<file path="src/core/frr_pkg.sv">
// shared constants and types for the flash reset and recovery block
package frr_pkg;

	// clock rate of clock_i
	localparam int unsigned CLK_MHZ = 50;

	// times as printed, in their own units
	localparam int unsigned RESET_LOW_WIDTH_US = 10;
	localparam int unsigned RESET_TO_SELECT_DELAY_US = 10;
	localparam int unsigned RESET_RECOVERY_POWERON_US = 35;
	localparam int unsigned RECOVERY_DECODE_US = 40;
	localparam int unsigned RECOVERY_READ_US = 35;
	localparam int unsigned RECOVERY_PROGRAM_US = 310;
	localparam int unsigned RECOVERY_SECTOR_MS = 12;
	localparam int unsigned RECOVERY_BLOCK_MS = 25;
	localparam int unsigned RECOVERY_CHIP_MS = 100;
	localparam int unsigned RECOVERY_STATUS_MS = 40;

	// least times as whole cycles (exact at 50 MHz, so no rounding is lost)
	localparam int unsigned RESET_LOW_WIDTH_CYC = RESET_LOW_WIDTH_US * CLK_MHZ;
	localparam int unsigned RESET_TO_SELECT_DELAY_CYC = RESET_TO_SELECT_DELAY_US * CLK_MHZ;
	localparam int unsigned RESET_RECOVERY_POWERON_CYC = RESET_RECOVERY_POWERON_US * CLK_MHZ;
	localparam int unsigned RECOVERY_DECODE_CYC = RECOVERY_DECODE_US * CLK_MHZ;
	localparam int unsigned RECOVERY_READ_CYC = RECOVERY_READ_US * CLK_MHZ;
	localparam int unsigned RECOVERY_PROGRAM_CYC = RECOVERY_PROGRAM_US * CLK_MHZ;
	localparam int unsigned RECOVERY_SECTOR_CYC = RECOVERY_SECTOR_MS * 1000 * CLK_MHZ;
	localparam int unsigned RECOVERY_BLOCK_CYC = RECOVERY_BLOCK_MS * 1000 * CLK_MHZ;
	localparam int unsigned RECOVERY_CHIP_CYC = RECOVERY_CHIP_MS * 1000 * CLK_MHZ;
	localparam int unsigned RECOVERY_STATUS_CYC = RECOVERY_STATUS_MS * 1000 * CLK_MHZ;

	// software reset opcodes
	localparam logic [7:0] OPC_RESET_ENABLE = 8'h66;
	localparam logic [7:0] OPC_RESET = 8'h99;

	// register byte offsets
	localparam logic [3:0] REG_CTRL = 4'h0;
	localparam logic [3:0] REG_STATUS = 4'h4;
	localparam logic [3:0] REG_LOCK = 4'h8;
	localparam logic [3:0] REG_COUNT = 4'hc;

	// control register fields
	localparam int unsigned CTRL_KIND_LSB = 0;
	localparam int unsigned CTRL_WRITE_ENABLE_LATCH_BIT = 4;
	localparam int unsigned CTRL_ADDR4_BIT = 5;
	localparam int unsigned CTRL_START_BIT = 8;

	// values after reset
	localparam logic RST_WRITE_ENABLE_LATCH = 1'b0;
	localparam logic RST_WRITE_IN_PROGRESS = 1'b0;
	localparam logic RST_ADDR4 = 1'b0;
	localparam logic RST_LOCK_BIT = 1'b1;

	// operation that may be interrupted by a reset
	typedef enum logic [2:0] {
		OP_NONE,
		OP_READ,
		OP_PROGRAM,
		OP_SECTOR,
		OP_BLOCK,
		OP_CHIP,
		OP_STATUS
	} frr_op_e;

	// decoded command byte from the serial front end
	typedef struct packed {
		logic valid;
		logic [7:0] opcode;
	} frr_cmd_s;

	// status word as software reads it
	typedef struct packed {
		logic [21:0] zero;
		logic [2:0] op;
		logic reset_enabled;
		logic pin_reset;
		logic recovering;
		logic ready;
		logic addr4;
		logic write_enable_latch;
		logic write_in_progress;
	} frr_status_s;

endpackage : frr_pkg

</file>
<file path="src/core/frr_top.sv">
// reset sequencer: hardware pin reset, two-step software reset, recovery timing
`timescale 1ns/1ps
`default_nettype none

module frr_top #(
	parameter int unsigned LOCK_BITS = 16,
	parameter int unsigned PROGRAM_CYC = frr_pkg::RECOVERY_PROGRAM_CYC,
	parameter int unsigned SECTOR_CYC = frr_pkg::RECOVERY_SECTOR_CYC,
	parameter int unsigned BLOCK_CYC = frr_pkg::RECOVERY_BLOCK_CYC,
	parameter int unsigned CHIP_CYC = frr_pkg::RECOVERY_CHIP_CYC,
	parameter int unsigned STATUS_CYC = frr_pkg::RECOVERY_STATUS_CYC
) (
	input wire logic clock_i,
	input wire logic rst_i,
	input wire logic reset_n_i,
	input wire frr_pkg::frr_cmd_s cmd_i,
	input wire logic op_done_i,
	input wire logic so_drive_i,
	input wire logic [3:0] addr_i,
	input wire logic [31:0] wdata_i,
	input wire logic wr_i,
	input wire logic rd_i,
	output logic [31:0] rdata_o,
	output logic so_oe_o,
	output logic cmd_accept_o,
	output logic abort_o,
	output logic ready_o,
	output logic addr4_o,
	output logic write_enable_latch_o,
	output logic write_in_progress_o,
	output logic [LOCK_BITS-1:0] lock_o
);

	typedef enum logic [1:0] {
		ST_READY,
		ST_PIN_HELD,
		ST_RECOVER
	} frr_state_e;

	frr_state_e state_q;
	frr_pkg::frr_op_e op_q;
	frr_pkg::frr_op_e held_op_q;
	logic [31:0] count_q;
	logic reset_en_q;
	logic write_enable_latch_q;
	logic write_in_progress_q;
	logic addr4_q;
	logic [LOCK_BITS-1:0] lock_q;
	logic sw_reset;
	logic pin_low;
	logic do_reset;
	logic cmd_ok;
	logic ctrl_wr;
	frr_pkg::frr_op_e wr_kind;
	logic [31:0] recover_cyc;
	frr_pkg::frr_status_s status;

	// commands and writes only count while the device is idle and the pin is high
	// commands gated
	assign cmd_ok = cmd_i.valid && state_q == ST_READY && reset_n_i;
	assign pin_low = !reset_n_i;
	assign sw_reset = cmd_ok && reset_en_q && cmd_i.opcode == frr_pkg::OPC_RESET;
	assign do_reset = sw_reset || (pin_low && state_q != ST_PIN_HELD);
	assign ctrl_wr = wr_i && addr_i == frr_pkg::REG_CTRL && state_q == ST_READY && reset_n_i;
	assign wr_kind = frr_pkg::frr_op_e'(wdata_i[frr_pkg::CTRL_KIND_LSB +: 3]);

	// recovery length chosen by what was interrupted, never below the select delay
	always_comb begin
		case (state_q == ST_PIN_HELD ? held_op_q : op_q)
			frr_pkg::OP_NONE: recover_cyc = frr_pkg::RECOVERY_DECODE_CYC;
			frr_pkg::OP_READ: recover_cyc = frr_pkg::RECOVERY_READ_CYC;
			frr_pkg::OP_PROGRAM: recover_cyc = PROGRAM_CYC;
			frr_pkg::OP_SECTOR: recover_cyc = SECTOR_CYC;
			frr_pkg::OP_BLOCK: recover_cyc = BLOCK_CYC;
			frr_pkg::OP_CHIP: recover_cyc = CHIP_CYC;
			frr_pkg::OP_STATUS: recover_cyc = STATUS_CYC;
			default: recover_cyc = frr_pkg::RECOVERY_DECODE_CYC;
		endcase
		if (recover_cyc < frr_pkg::RESET_TO_SELECT_DELAY_CYC) begin
			recover_cyc = frr_pkg::RESET_TO_SELECT_DELAY_CYC;
		end
	end

	// sequencer: pin held, then counted recovery, then ready
	always_ff @(posedge clock_i) begin
		if (rst_i) begin
			state_q <= ST_RECOVER;
			count_q <= frr_pkg::RESET_RECOVERY_POWERON_CYC - 1;
			held_op_q <= frr_pkg::OP_NONE;
		end else if (pin_low) begin
			// the pin wins over everything but rst_i, including a recovery already running
			state_q <= ST_PIN_HELD;
			if (state_q != ST_PIN_HELD) begin
				held_op_q <= op_q;
			end
		end else if (state_q == ST_PIN_HELD) begin
			state_q <= ST_RECOVER;
			count_q <= recover_cyc - 1;
		end else if (sw_reset) begin
			state_q <= ST_RECOVER;
			count_q <= recover_cyc - 1;
		end else if (state_q == ST_RECOVER) begin
			if (count_q == 32'h0000_0000) begin
				state_q <= ST_READY;
			end else begin
				count_q <= count_q - 32'h0000_0001;
			end
		end
	end

	// pending software reset: armed by 66h, cleared by any other command
	always_ff @(posedge clock_i) begin
		if (rst_i || do_reset) begin
			reset_en_q <= 1'b0;
		end else if (cmd_ok) begin
			reset_en_q <= cmd_i.opcode == frr_pkg::OPC_RESET_ENABLE;
		end
	end

	// operation tracking; a reset drops whatever was running
	always_ff @(posedge clock_i) begin
		if (rst_i || do_reset) begin
			op_q <= frr_pkg::OP_NONE;
			write_in_progress_q <= frr_pkg::RST_WRITE_IN_PROGRESS;
		end else if (ctrl_wr && wdata_i[frr_pkg::CTRL_START_BIT]) begin
			op_q <= wr_kind;
			write_in_progress_q <= wr_kind != frr_pkg::OP_NONE && wr_kind != frr_pkg::OP_READ;
		end else if (op_done_i && op_q != frr_pkg::OP_NONE) begin
			op_q <= frr_pkg::OP_NONE;
			write_in_progress_q <= 1'b0;
		end
	end

	// volatile bits: write latch, address mode, lock bits
	always_ff @(posedge clock_i) begin
		if (rst_i || do_reset) begin
			write_enable_latch_q <= frr_pkg::RST_WRITE_ENABLE_LATCH;
			lock_q <= {LOCK_BITS{frr_pkg::RST_LOCK_BIT}};
			addr4_q <= frr_pkg::RST_ADDR4;
		end else if (ctrl_wr) begin
			write_enable_latch_q <= wdata_i[frr_pkg::CTRL_WRITE_ENABLE_LATCH_BIT];
			addr4_q <= wdata_i[frr_pkg::CTRL_ADDR4_BIT];
		end else if (wr_i && addr_i == frr_pkg::REG_LOCK && state_q == ST_READY && reset_n_i) begin
			lock_q <= wdata_i[LOCK_BITS-1:0];
		end else if (op_done_i && write_in_progress_q) begin
			// a finished write operation drops the latch
			write_enable_latch_q <= 1'b0;
		end
	end

	assign status = '{
		zero: '0,
		op: op_q,
		reset_enabled: reset_en_q,
		pin_reset: state_q == ST_PIN_HELD,
		recovering: state_q == ST_RECOVER,
		ready: state_q == ST_READY,
		addr4: addr4_q,
		write_enable_latch: write_enable_latch_q,
		write_in_progress: write_in_progress_q
	};

	// read data, valid the cycle after the strobe; unmapped reads give zero
	always_ff @(posedge clock_i) begin
		if (rst_i) begin
			rdata_o <= 32'h0000_0000;
		end else if (rd_i) begin
			case (addr_i)
				frr_pkg::REG_CTRL: rdata_o <= {23'h00_0000, 1'b0, 2'b00, addr4_q,
					write_enable_latch_q, 1'b0, op_q};
				frr_pkg::REG_STATUS: rdata_o <= status;
				frr_pkg::REG_LOCK: rdata_o <= 32'(lock_q);
				frr_pkg::REG_COUNT: rdata_o <= state_q == ST_RECOVER ? count_q : 32'h0000_0000;
				default: rdata_o <= 32'h0000_0000;
			endcase
		end else begin
			rdata_o <= 32'h0000_0000;
		end
	end

	// registered outputs; the output enable is cut at once when the pin drops
	always_ff @(posedge clock_i) begin
		if (rst_i) begin
			so_oe_o <= 1'b0;
			cmd_accept_o <= 1'b0;
			abort_o <= 1'b0;
			ready_o <= 1'b0;
		end else begin
			so_oe_o <= so_drive_i && state_q == ST_READY && reset_n_i && !sw_reset;
			cmd_accept_o <= state_q == ST_READY && reset_n_i && !sw_reset;
			abort_o <= do_reset && write_in_progress_q;
			ready_o <= state_q == ST_READY && reset_n_i && !sw_reset;
		end
	end

	// mirrors of the volatile state
	always_ff @(posedge clock_i) begin
		if (rst_i) begin
			addr4_o <= frr_pkg::RST_ADDR4;
			write_enable_latch_o <= frr_pkg::RST_WRITE_ENABLE_LATCH;
			write_in_progress_o <= frr_pkg::RST_WRITE_IN_PROGRESS;
			lock_o <= {LOCK_BITS{frr_pkg::RST_LOCK_BIT}};
		end else begin
			addr4_o <= addr4_q;
			write_enable_latch_o <= write_enable_latch_q;
			write_in_progress_o <= write_in_progress_q;
			lock_o <= lock_q;
		end
	end

endmodule : frr_top

`default_nettype wire

</file>
<file path="config.mk">
export PLATFORM = sky130hd
export DESIGN_NAME = frr_top
export DESIGN_NICKNAME = d
export VERILOG_FILES = /design/src/core/frr_pkg.sv /design/src/core/frr_top.sv
export SDC_FILE = /design/constraint.sdc
export NUM_CORES = 1
export LEC_CHECK = 0
export BUFFER_PORTS_ARGS = -buffer_cell sky130_fd_sc_hd__buf_2
export CAP_MARGIN = 20
export CORE_MARGIN = 2
export CORE_UTILIZATION = 55
export DETAILED_ROUTE_END_ITERATION = 7
export PLACE_DENSITY = 0.82
export SLEW_MARGIN = 5
export SYNTH_ARGS = -nofsm -noshare
export SYNTH_HDL_FRONTEND = slang
export SYNTH_SLANG_ARGS = --single-unit
</file>
<file path="constraint.sdc">
create_clock -name clock_i -period 4.5 [get_ports clock_i]
set_clock_uncertainty 0.1 [all_clocks]
set_input_delay 0.675 -clock clock_i [delete_from_list [all_inputs] [get_ports clock_i]]
set_output_delay 0.675 -clock clock_i [all_outputs]
set_load 0.01 [all_outputs]
</file>
-- Word-level counts from Yosys, hierarchy flattened
Cells that the tools add are included.
- equal/unequal tests: 19
- reduce and logical (&&, ||, !) cells: 39
- muxes and demuxes: 21
- add/subtract/negate cells: 2
- bitwise logic cells: 3
- order comparisons: 1
- operator list (kind ; number):
    two-way mux 32 bit ; 6
    one-hot mux 23 bit (6 select lines) ; 1
    one-hot mux 32 bit (4 select lines) ; 1
    subtractor 32 x 1 -> 32 bit (second input constant) ; 2
    logical NOT 32 bit ; 1
    less-than comparator 32 x 9 -> 1 bit (second input constant) ; 1
    logical AND 1 bit ; 21
    two-way mux 2 bit ; 5
    == test 3 bit (second input constant) ; 3
    two-way mux 3 bit ; 3
    nonzero test 3 bit ; 3
    == test 4 bit (second input constant) ; 2
    == test 8 x 7 -> 1 bit (second input constant) ; 1
    == test 8 bit (second input constant) ; 1
    != test 4 x 1 -> 1 bit (second input constant) ; 2
    AND reduction 2 bit ; 4
    == test 3 x 2 -> 1 bit (second input constant) ; 2
    two-way mux 1 bit ; 5
    == test 4 x 3 -> 1 bit (second input constant) ; 1
    logical NOT 4 bit ; 1
    nonzero test 2 bit ; 2
    == test 3 x 1 -> 1 bit (second input constant) ; 1
    != test 3 x 1 -> 1 bit (second input constant) ; 1
    != test 3 bit (second input constant) ; 1
    other kinds (10) ; 14
- logic and storage cells: 102
- output and inout port bits: 55
- register bits after elaboration: 114

-- Longest topological paths before layout
- depth after elaboration: 9
- mapped depth: 11
- gate-level depth less buffers: 9

-- Worst setup path before layout
OpenSTA, ideal clock, no wires.
- path kind: flip-flop to flip-flop
- start: reg count_q[0]
- end: reg count_q[30]
- arrival time: 2492 ps
- required time: 4341 ps
- setup slack: 1849 ps
- period minus slack after synthesis: 2651 ps
- path buffers: 1
- cell stages (with the launch flop): 9
- setup time: 59 ps
- path through: dfxtp_1 -> inv_1 -> ha_1 -> or3b_2 -> or3_1 -> buf_2 -> a2111o_1 -> or4_1 -> nand2_1
- cells in the longest elaborated chain, start to end: 5
- elaborated cells between the ends (all ways): 8
- those cells by class: 1 x add/sub; 1 x eq/ne; 4 x mux; 2 x reduce/logical
- ends and longest elaborated chain (what ; line ; RTL):
    from (decl) ; frr_top.sv:43 ; logic [31:0] count_q;
    from (signal assigned) ; frr_top.sv:88 ; count_q <= frr_pkg::RESET_RECOVERY_POWERON_CYC - 1;
    from (signal assigned) ; frr_top.sv:98 ; count_q <= recover_cyc - 1;
    from (signal assigned) ; frr_top.sv:101 ; count_q <= recover_cyc - 1;
    subtractor 32 x 1 -> 32 bit ; frr_top.sv:106 ; count_q <= count_q - 32'h0000_0001;
    two-way mux 32 bit ; frr_top.sv:103 ; if (count_q == 32'h0000_0000) begin
    two-way mux 32 bit ; frr_top.sv:102 ; end else if (state_q == ST_RECOVER) begin
    two-way mux 32 bit ; frr_top.sv:99 ; end else if (sw_reset) begin
    two-way mux 32 bit ; frr_top.sv:96 ; end else if (state_q == ST_PIN_HELD) begin
Several ways; a longest one is shown, not always the timed one. The select of a mux whose other input is x is not followed.
A chain may end at the register's enable or synchronous reset.

-- Final worst setup path
- start: reg count_q[0]
- end: reg count_q[5]
Same word-level chain as after synthesis.

==> impl_summary.log <==
INFO  metric run_status = finished, final reports clean
INFO  metric worstHoldPathType = input port to register
INFO  metric total_leakage_power = 2.51 nW
INFO  metric asyncSetResetFlopFracSynth = 0
INFO  metric routed_wire_length_per_instance = 17.9 µm
INFO  metric reg2reg_from = count_q[0]$_SDFFE_PP1P_
INFO  metric design_area = 6190 µm²
INFO  metric fp.dieW = 100 µm
INFO  metric layout.nets = between 700 and 800
INFO  metric ys_warn_count = 0
INFO  metric htree_levels = 4
INFO  metric synth_area_leaders = sky130_fd_sc_hd__dfxtp_1 (45%), sky130_fd_sc_hd__nand2_1 (5.3%), sky130_fd_sc_hd__nand3_1 (4.0%), sky130_fd_sc_hd__mux2i_1 (3.1%), sky130_fd_sc_hd__nor2_1 (2.9%)
INFO  metric synth.net_count = 649
INFO  metric cts-hold-fix-buffers = 0
INFO  metric synth.top_cells.by_count = sky130_fd_sc_hd__dfxtp_1 (114), sky130_fd_sc_hd__nand2_1 (72), sky130_fd_sc_hd__nand3_1 (41)
INFO  metric startpoint_type = register
INFO  metric post-route-period-util = 0.702
INFO  metric max_freq = 0.317 GHz
INFO  metric critical_path_required = 4820 ps
INFO  metric drt-vias-per-instance = 6.38
INFO  metric grt-ovfl-total = 0
INFO  metric grt_antenna_before_repair = 0
INFO  metric number_of_enable_type_register_cells_in_the_synthesized_netlist = 0
INFO  metric pin_count = between 100 and 150
INFO  metric timing.critical_path.from = count_q[0]$_SDFFE_PP1P_
INFO  metric rsz0062_at_grt = no
INFO  metric synth_area_per_cell = roughly 8.6 µm²
INFO  metric timing.critical_path.fanout_max = 10
INFO  metric post_synth_inst_count = slightly below 600
INFO  metric cts.sink_count = roughly 110
INFO  metric die_height = 100 µm
INFO  metric cts-root-to-sink-buffers = 2
INFO  metric tns = 0 ps
INFO  metric ys_seq_area_frac = 0.447
INFO  metric timing.final.hold_violations = 0
INFO  metric start_util = 0.561
INFO  metric grt_pass1_vias = 4747
INFO  metric cts-resized-gates = 0
INFO  metric route.vias.total = 5071
INFO  metric dr.first_iter.drc_count = 589
INFO  metric clock_latency = ~520 ps
INFO  metric synthDominantAreaCellType = sky130_fd_sc_hd__dfxtp_1
INFO  metric wl = 14.2 mm
INFO  metric worstSetupPathType = register to register
INFO  metric hpwl = ~9.5 mm
INFO  metric tritoncts.num_buffers = 17
INFO  metric grtUsageTotal = 0.288
INFO  metric drcViolationCount = 0
INFO  metric ys_dominant_reg_cell = sky130_fd_sc_hd__dfxtp_1
INFO  metric power.ir.vdd_worst = 310 µV
INFO  metric gp_congestion = 0.940
INFO  metric reg_clk_slew_reported_paths = 60 ps
INFO  metric grt_start_max_net_pins = 42
INFO  metric post-synth-top-area-fraction = 0.447
INFO  metric synthMostInstantiatedCell = sky130_fd_sc_hd__dfxtp_1
INFO  metric worst_slew_pin_slew = 1030 ps
INFO  metric die_area = 10100 µm²
INFO  metric drtAntennaViolNets = 0
INFO  metric design.core.area = 9110 µm²
INFO  metric syn_to_final_growth = 21.2%
INFO  metric utilization = 0.680
INFO  metric drt_first_pass_iters = 8
INFO  metric worst_slew_margin_rel = 0.310
INFO  metric cts.repair_timing.setup_buffer_count = 0
INFO  metric cp.arrival = 3480 ps
INFO  metric placementRows = 35
INFO  metric power-per-cell-area = slightly below 400 nW/µm²
INFO  metric hold_path.startpoint = wdata_i[10]
INFO  metric yosys_register_bits = around 110
INFO  metric slew_violations = 0
INFO  metric post-route-min-period = 3160 ps
INFO  metric end_kind = register
INFO  metric placement.cell_area = 5610 µm²
INFO  metric cap_violations = 0
INFO  metric cts_tree = built
INFO  metric synthesis.area = 5110 µm²
INFO  metric antenna_cells = 0
INFO  metric ys_types = 66
INFO  metric cts_root_buffer = sky130_fd_sc_hd__clkbuf_8
INFO  metric buffer_ports.inserted = 90
INFO  metric wire_length_of_the_first_global_routing_pass = 23.0 mm
INFO  metric finalSetupViolations = 0
INFO  metric fraction_of_layout_instances_using_a_drive_strength_above_1 = 0.241
==> flip-flops by register name (all words and copies together) (netlist names) <==
signal                count
write_enable_latch_o      1
held_op_q                 3
state_q                   2
addr4_q                   1
so_oe_o                   1
write_enable_latch_q      1
op_q                      3
rdata_o                  32
write_in_progress_o       1
ready_o                   1
lock_q                   16
write_in_progress_q       1
addr4_o                   1
count_q                  32
abort_o                   1
reset_en_q                1
lock_o                   16
==> layout make-up <==
type	count	area, µm²
well taps	111	139
fillers	730	2910
multi-input cells	427	2640
flip-flops and latches	114	2280
clock buffers	20	455
repair buffers	97	503
clock inverters	12	120
inverters	14	52.6
==> cells by family (layout without fill, tap and decap cells) <==
logic type	count (synthesis)	after routing	share of synthesized area
buffers and inverters	51	143	0.0404
XOR/XNOR	4	4	0.00686
AO/OA/AOI/OAI	132	132	0.187
AND/OR/NAND/NOR	268	268	0.271
flip-flops	114	114	0.447
adder cells (fa/ha/maj)	5	5	0.0122
multiplexers	18	18	0.0357
==> critical path, stage by stage (launching register included) <==
cell and delay, ps:
sky130_fd_sc_hd__dfxtp_1 350, sky130_fd_sc_hd__inv_1 100, sky130_fd_sc_hd__ha_1 220, sky130_fd_sc_hd__or3b_2 510, sky130_fd_sc_hd__or3_1 520, sky130_fd_sc_hd__o31ai_4 570
sky130_fd_sc_hd__a21oi_1 350, sky130_fd_sc_hd__a221oi_1 340
==> layout by cell type (no fill, tap or decap), types with 5 or more instances in the layout <==
cell and n:
sky130_fd_sc_hd__dfxtp_1 114, sky130_fd_sc_hd__buf_2 90, sky130_fd_sc_hd__nand2_1 72, sky130_fd_sc_hd__nand3_1 41, sky130_fd_sc_hd__nor2_1 39, sky130_fd_sc_hd__o21ai_0 27
sky130_fd_sc_hd__nor3_1 22, sky130_fd_sc_hd__a21oi_1 21, sky130_fd_sc_hd__and2_1 20, sky130_fd_sc_hd__or2_2 19, sky130_fd_sc_hd__mux2i_1 16, sky130_fd_sc_hd__clkbuf_16 16
sky130_fd_sc_hd__inv_1 14, sky130_fd_sc_hd__a22oi_1 11, sky130_fd_sc_hd__nor4_1 8, sky130_fd_sc_hd__or4_1 8, sky130_fd_sc_hd__nand2b_1 7, sky130_fd_sc_hd__o211ai_1 7
sky130_fd_sc_hd__a31oi_1 7, sky130_fd_sc_hd__a32o_1 7, sky130_fd_sc_hd__buf_4 7, sky130_fd_sc_hd__or3_1 5, sky130_fd_sc_hd__nor2b_1 5, sky130_fd_sc_hd__a222oi_1 5
sky130_fd_sc_hd__o31ai_1 5, sky130_fd_sc_hd__a211oi_1 5, sky130_fd_sc_hd__ha_1 5, sky130_fd_sc_hd__inv_6 5
==> where the power goes <==
group | internal [W] | switching (W)
combinational | 0.0000471 | 0.0000951
sequential | 0.00102 | 0.00000900
clock | 0.000786 | 0.000511
==> layer usage <==
layer,part of all wire,global-route usage,vias to the layer above,routed length (µm)
met2,0.47,0.455,285,6700
li1,-,-,2333,-
met1,0.41,0.375,2397,5810
met5,0,0,-,0
met4,0.037,0.153,0,531
met3,0.082,0.0536,56,1160
==> through the flow <==
stage	power [W]	std cells	hold slack [ps]	worst slack, ps
2_1_floorplan	0.00113	592	339	1850
3_3_place_gp	0.00118	763	352	1330
3_5_place_dp	0.00118	763	353	1300
4_1_cts	0.00247	795	250	1440
5_1_grt	0.00253	795	258	1240
6_report	0.00247	795	258	1340
==> worst paths after layout <==
check	end	slack (ps)	cells past startpoint
worst min-delay path	lock_q[10]$_SDFFE_PP1P_	260	3
worst min register to register	lock_o[9]$_SDFF_PP1_	370	1
worst max register to register	count_q[5]$_SDFFE_PP0P_	1340	7
worst max-delay path	count_q[5]$_SDFFE_PP0P_	1340	7
Power figures use the tool's default switching activity.
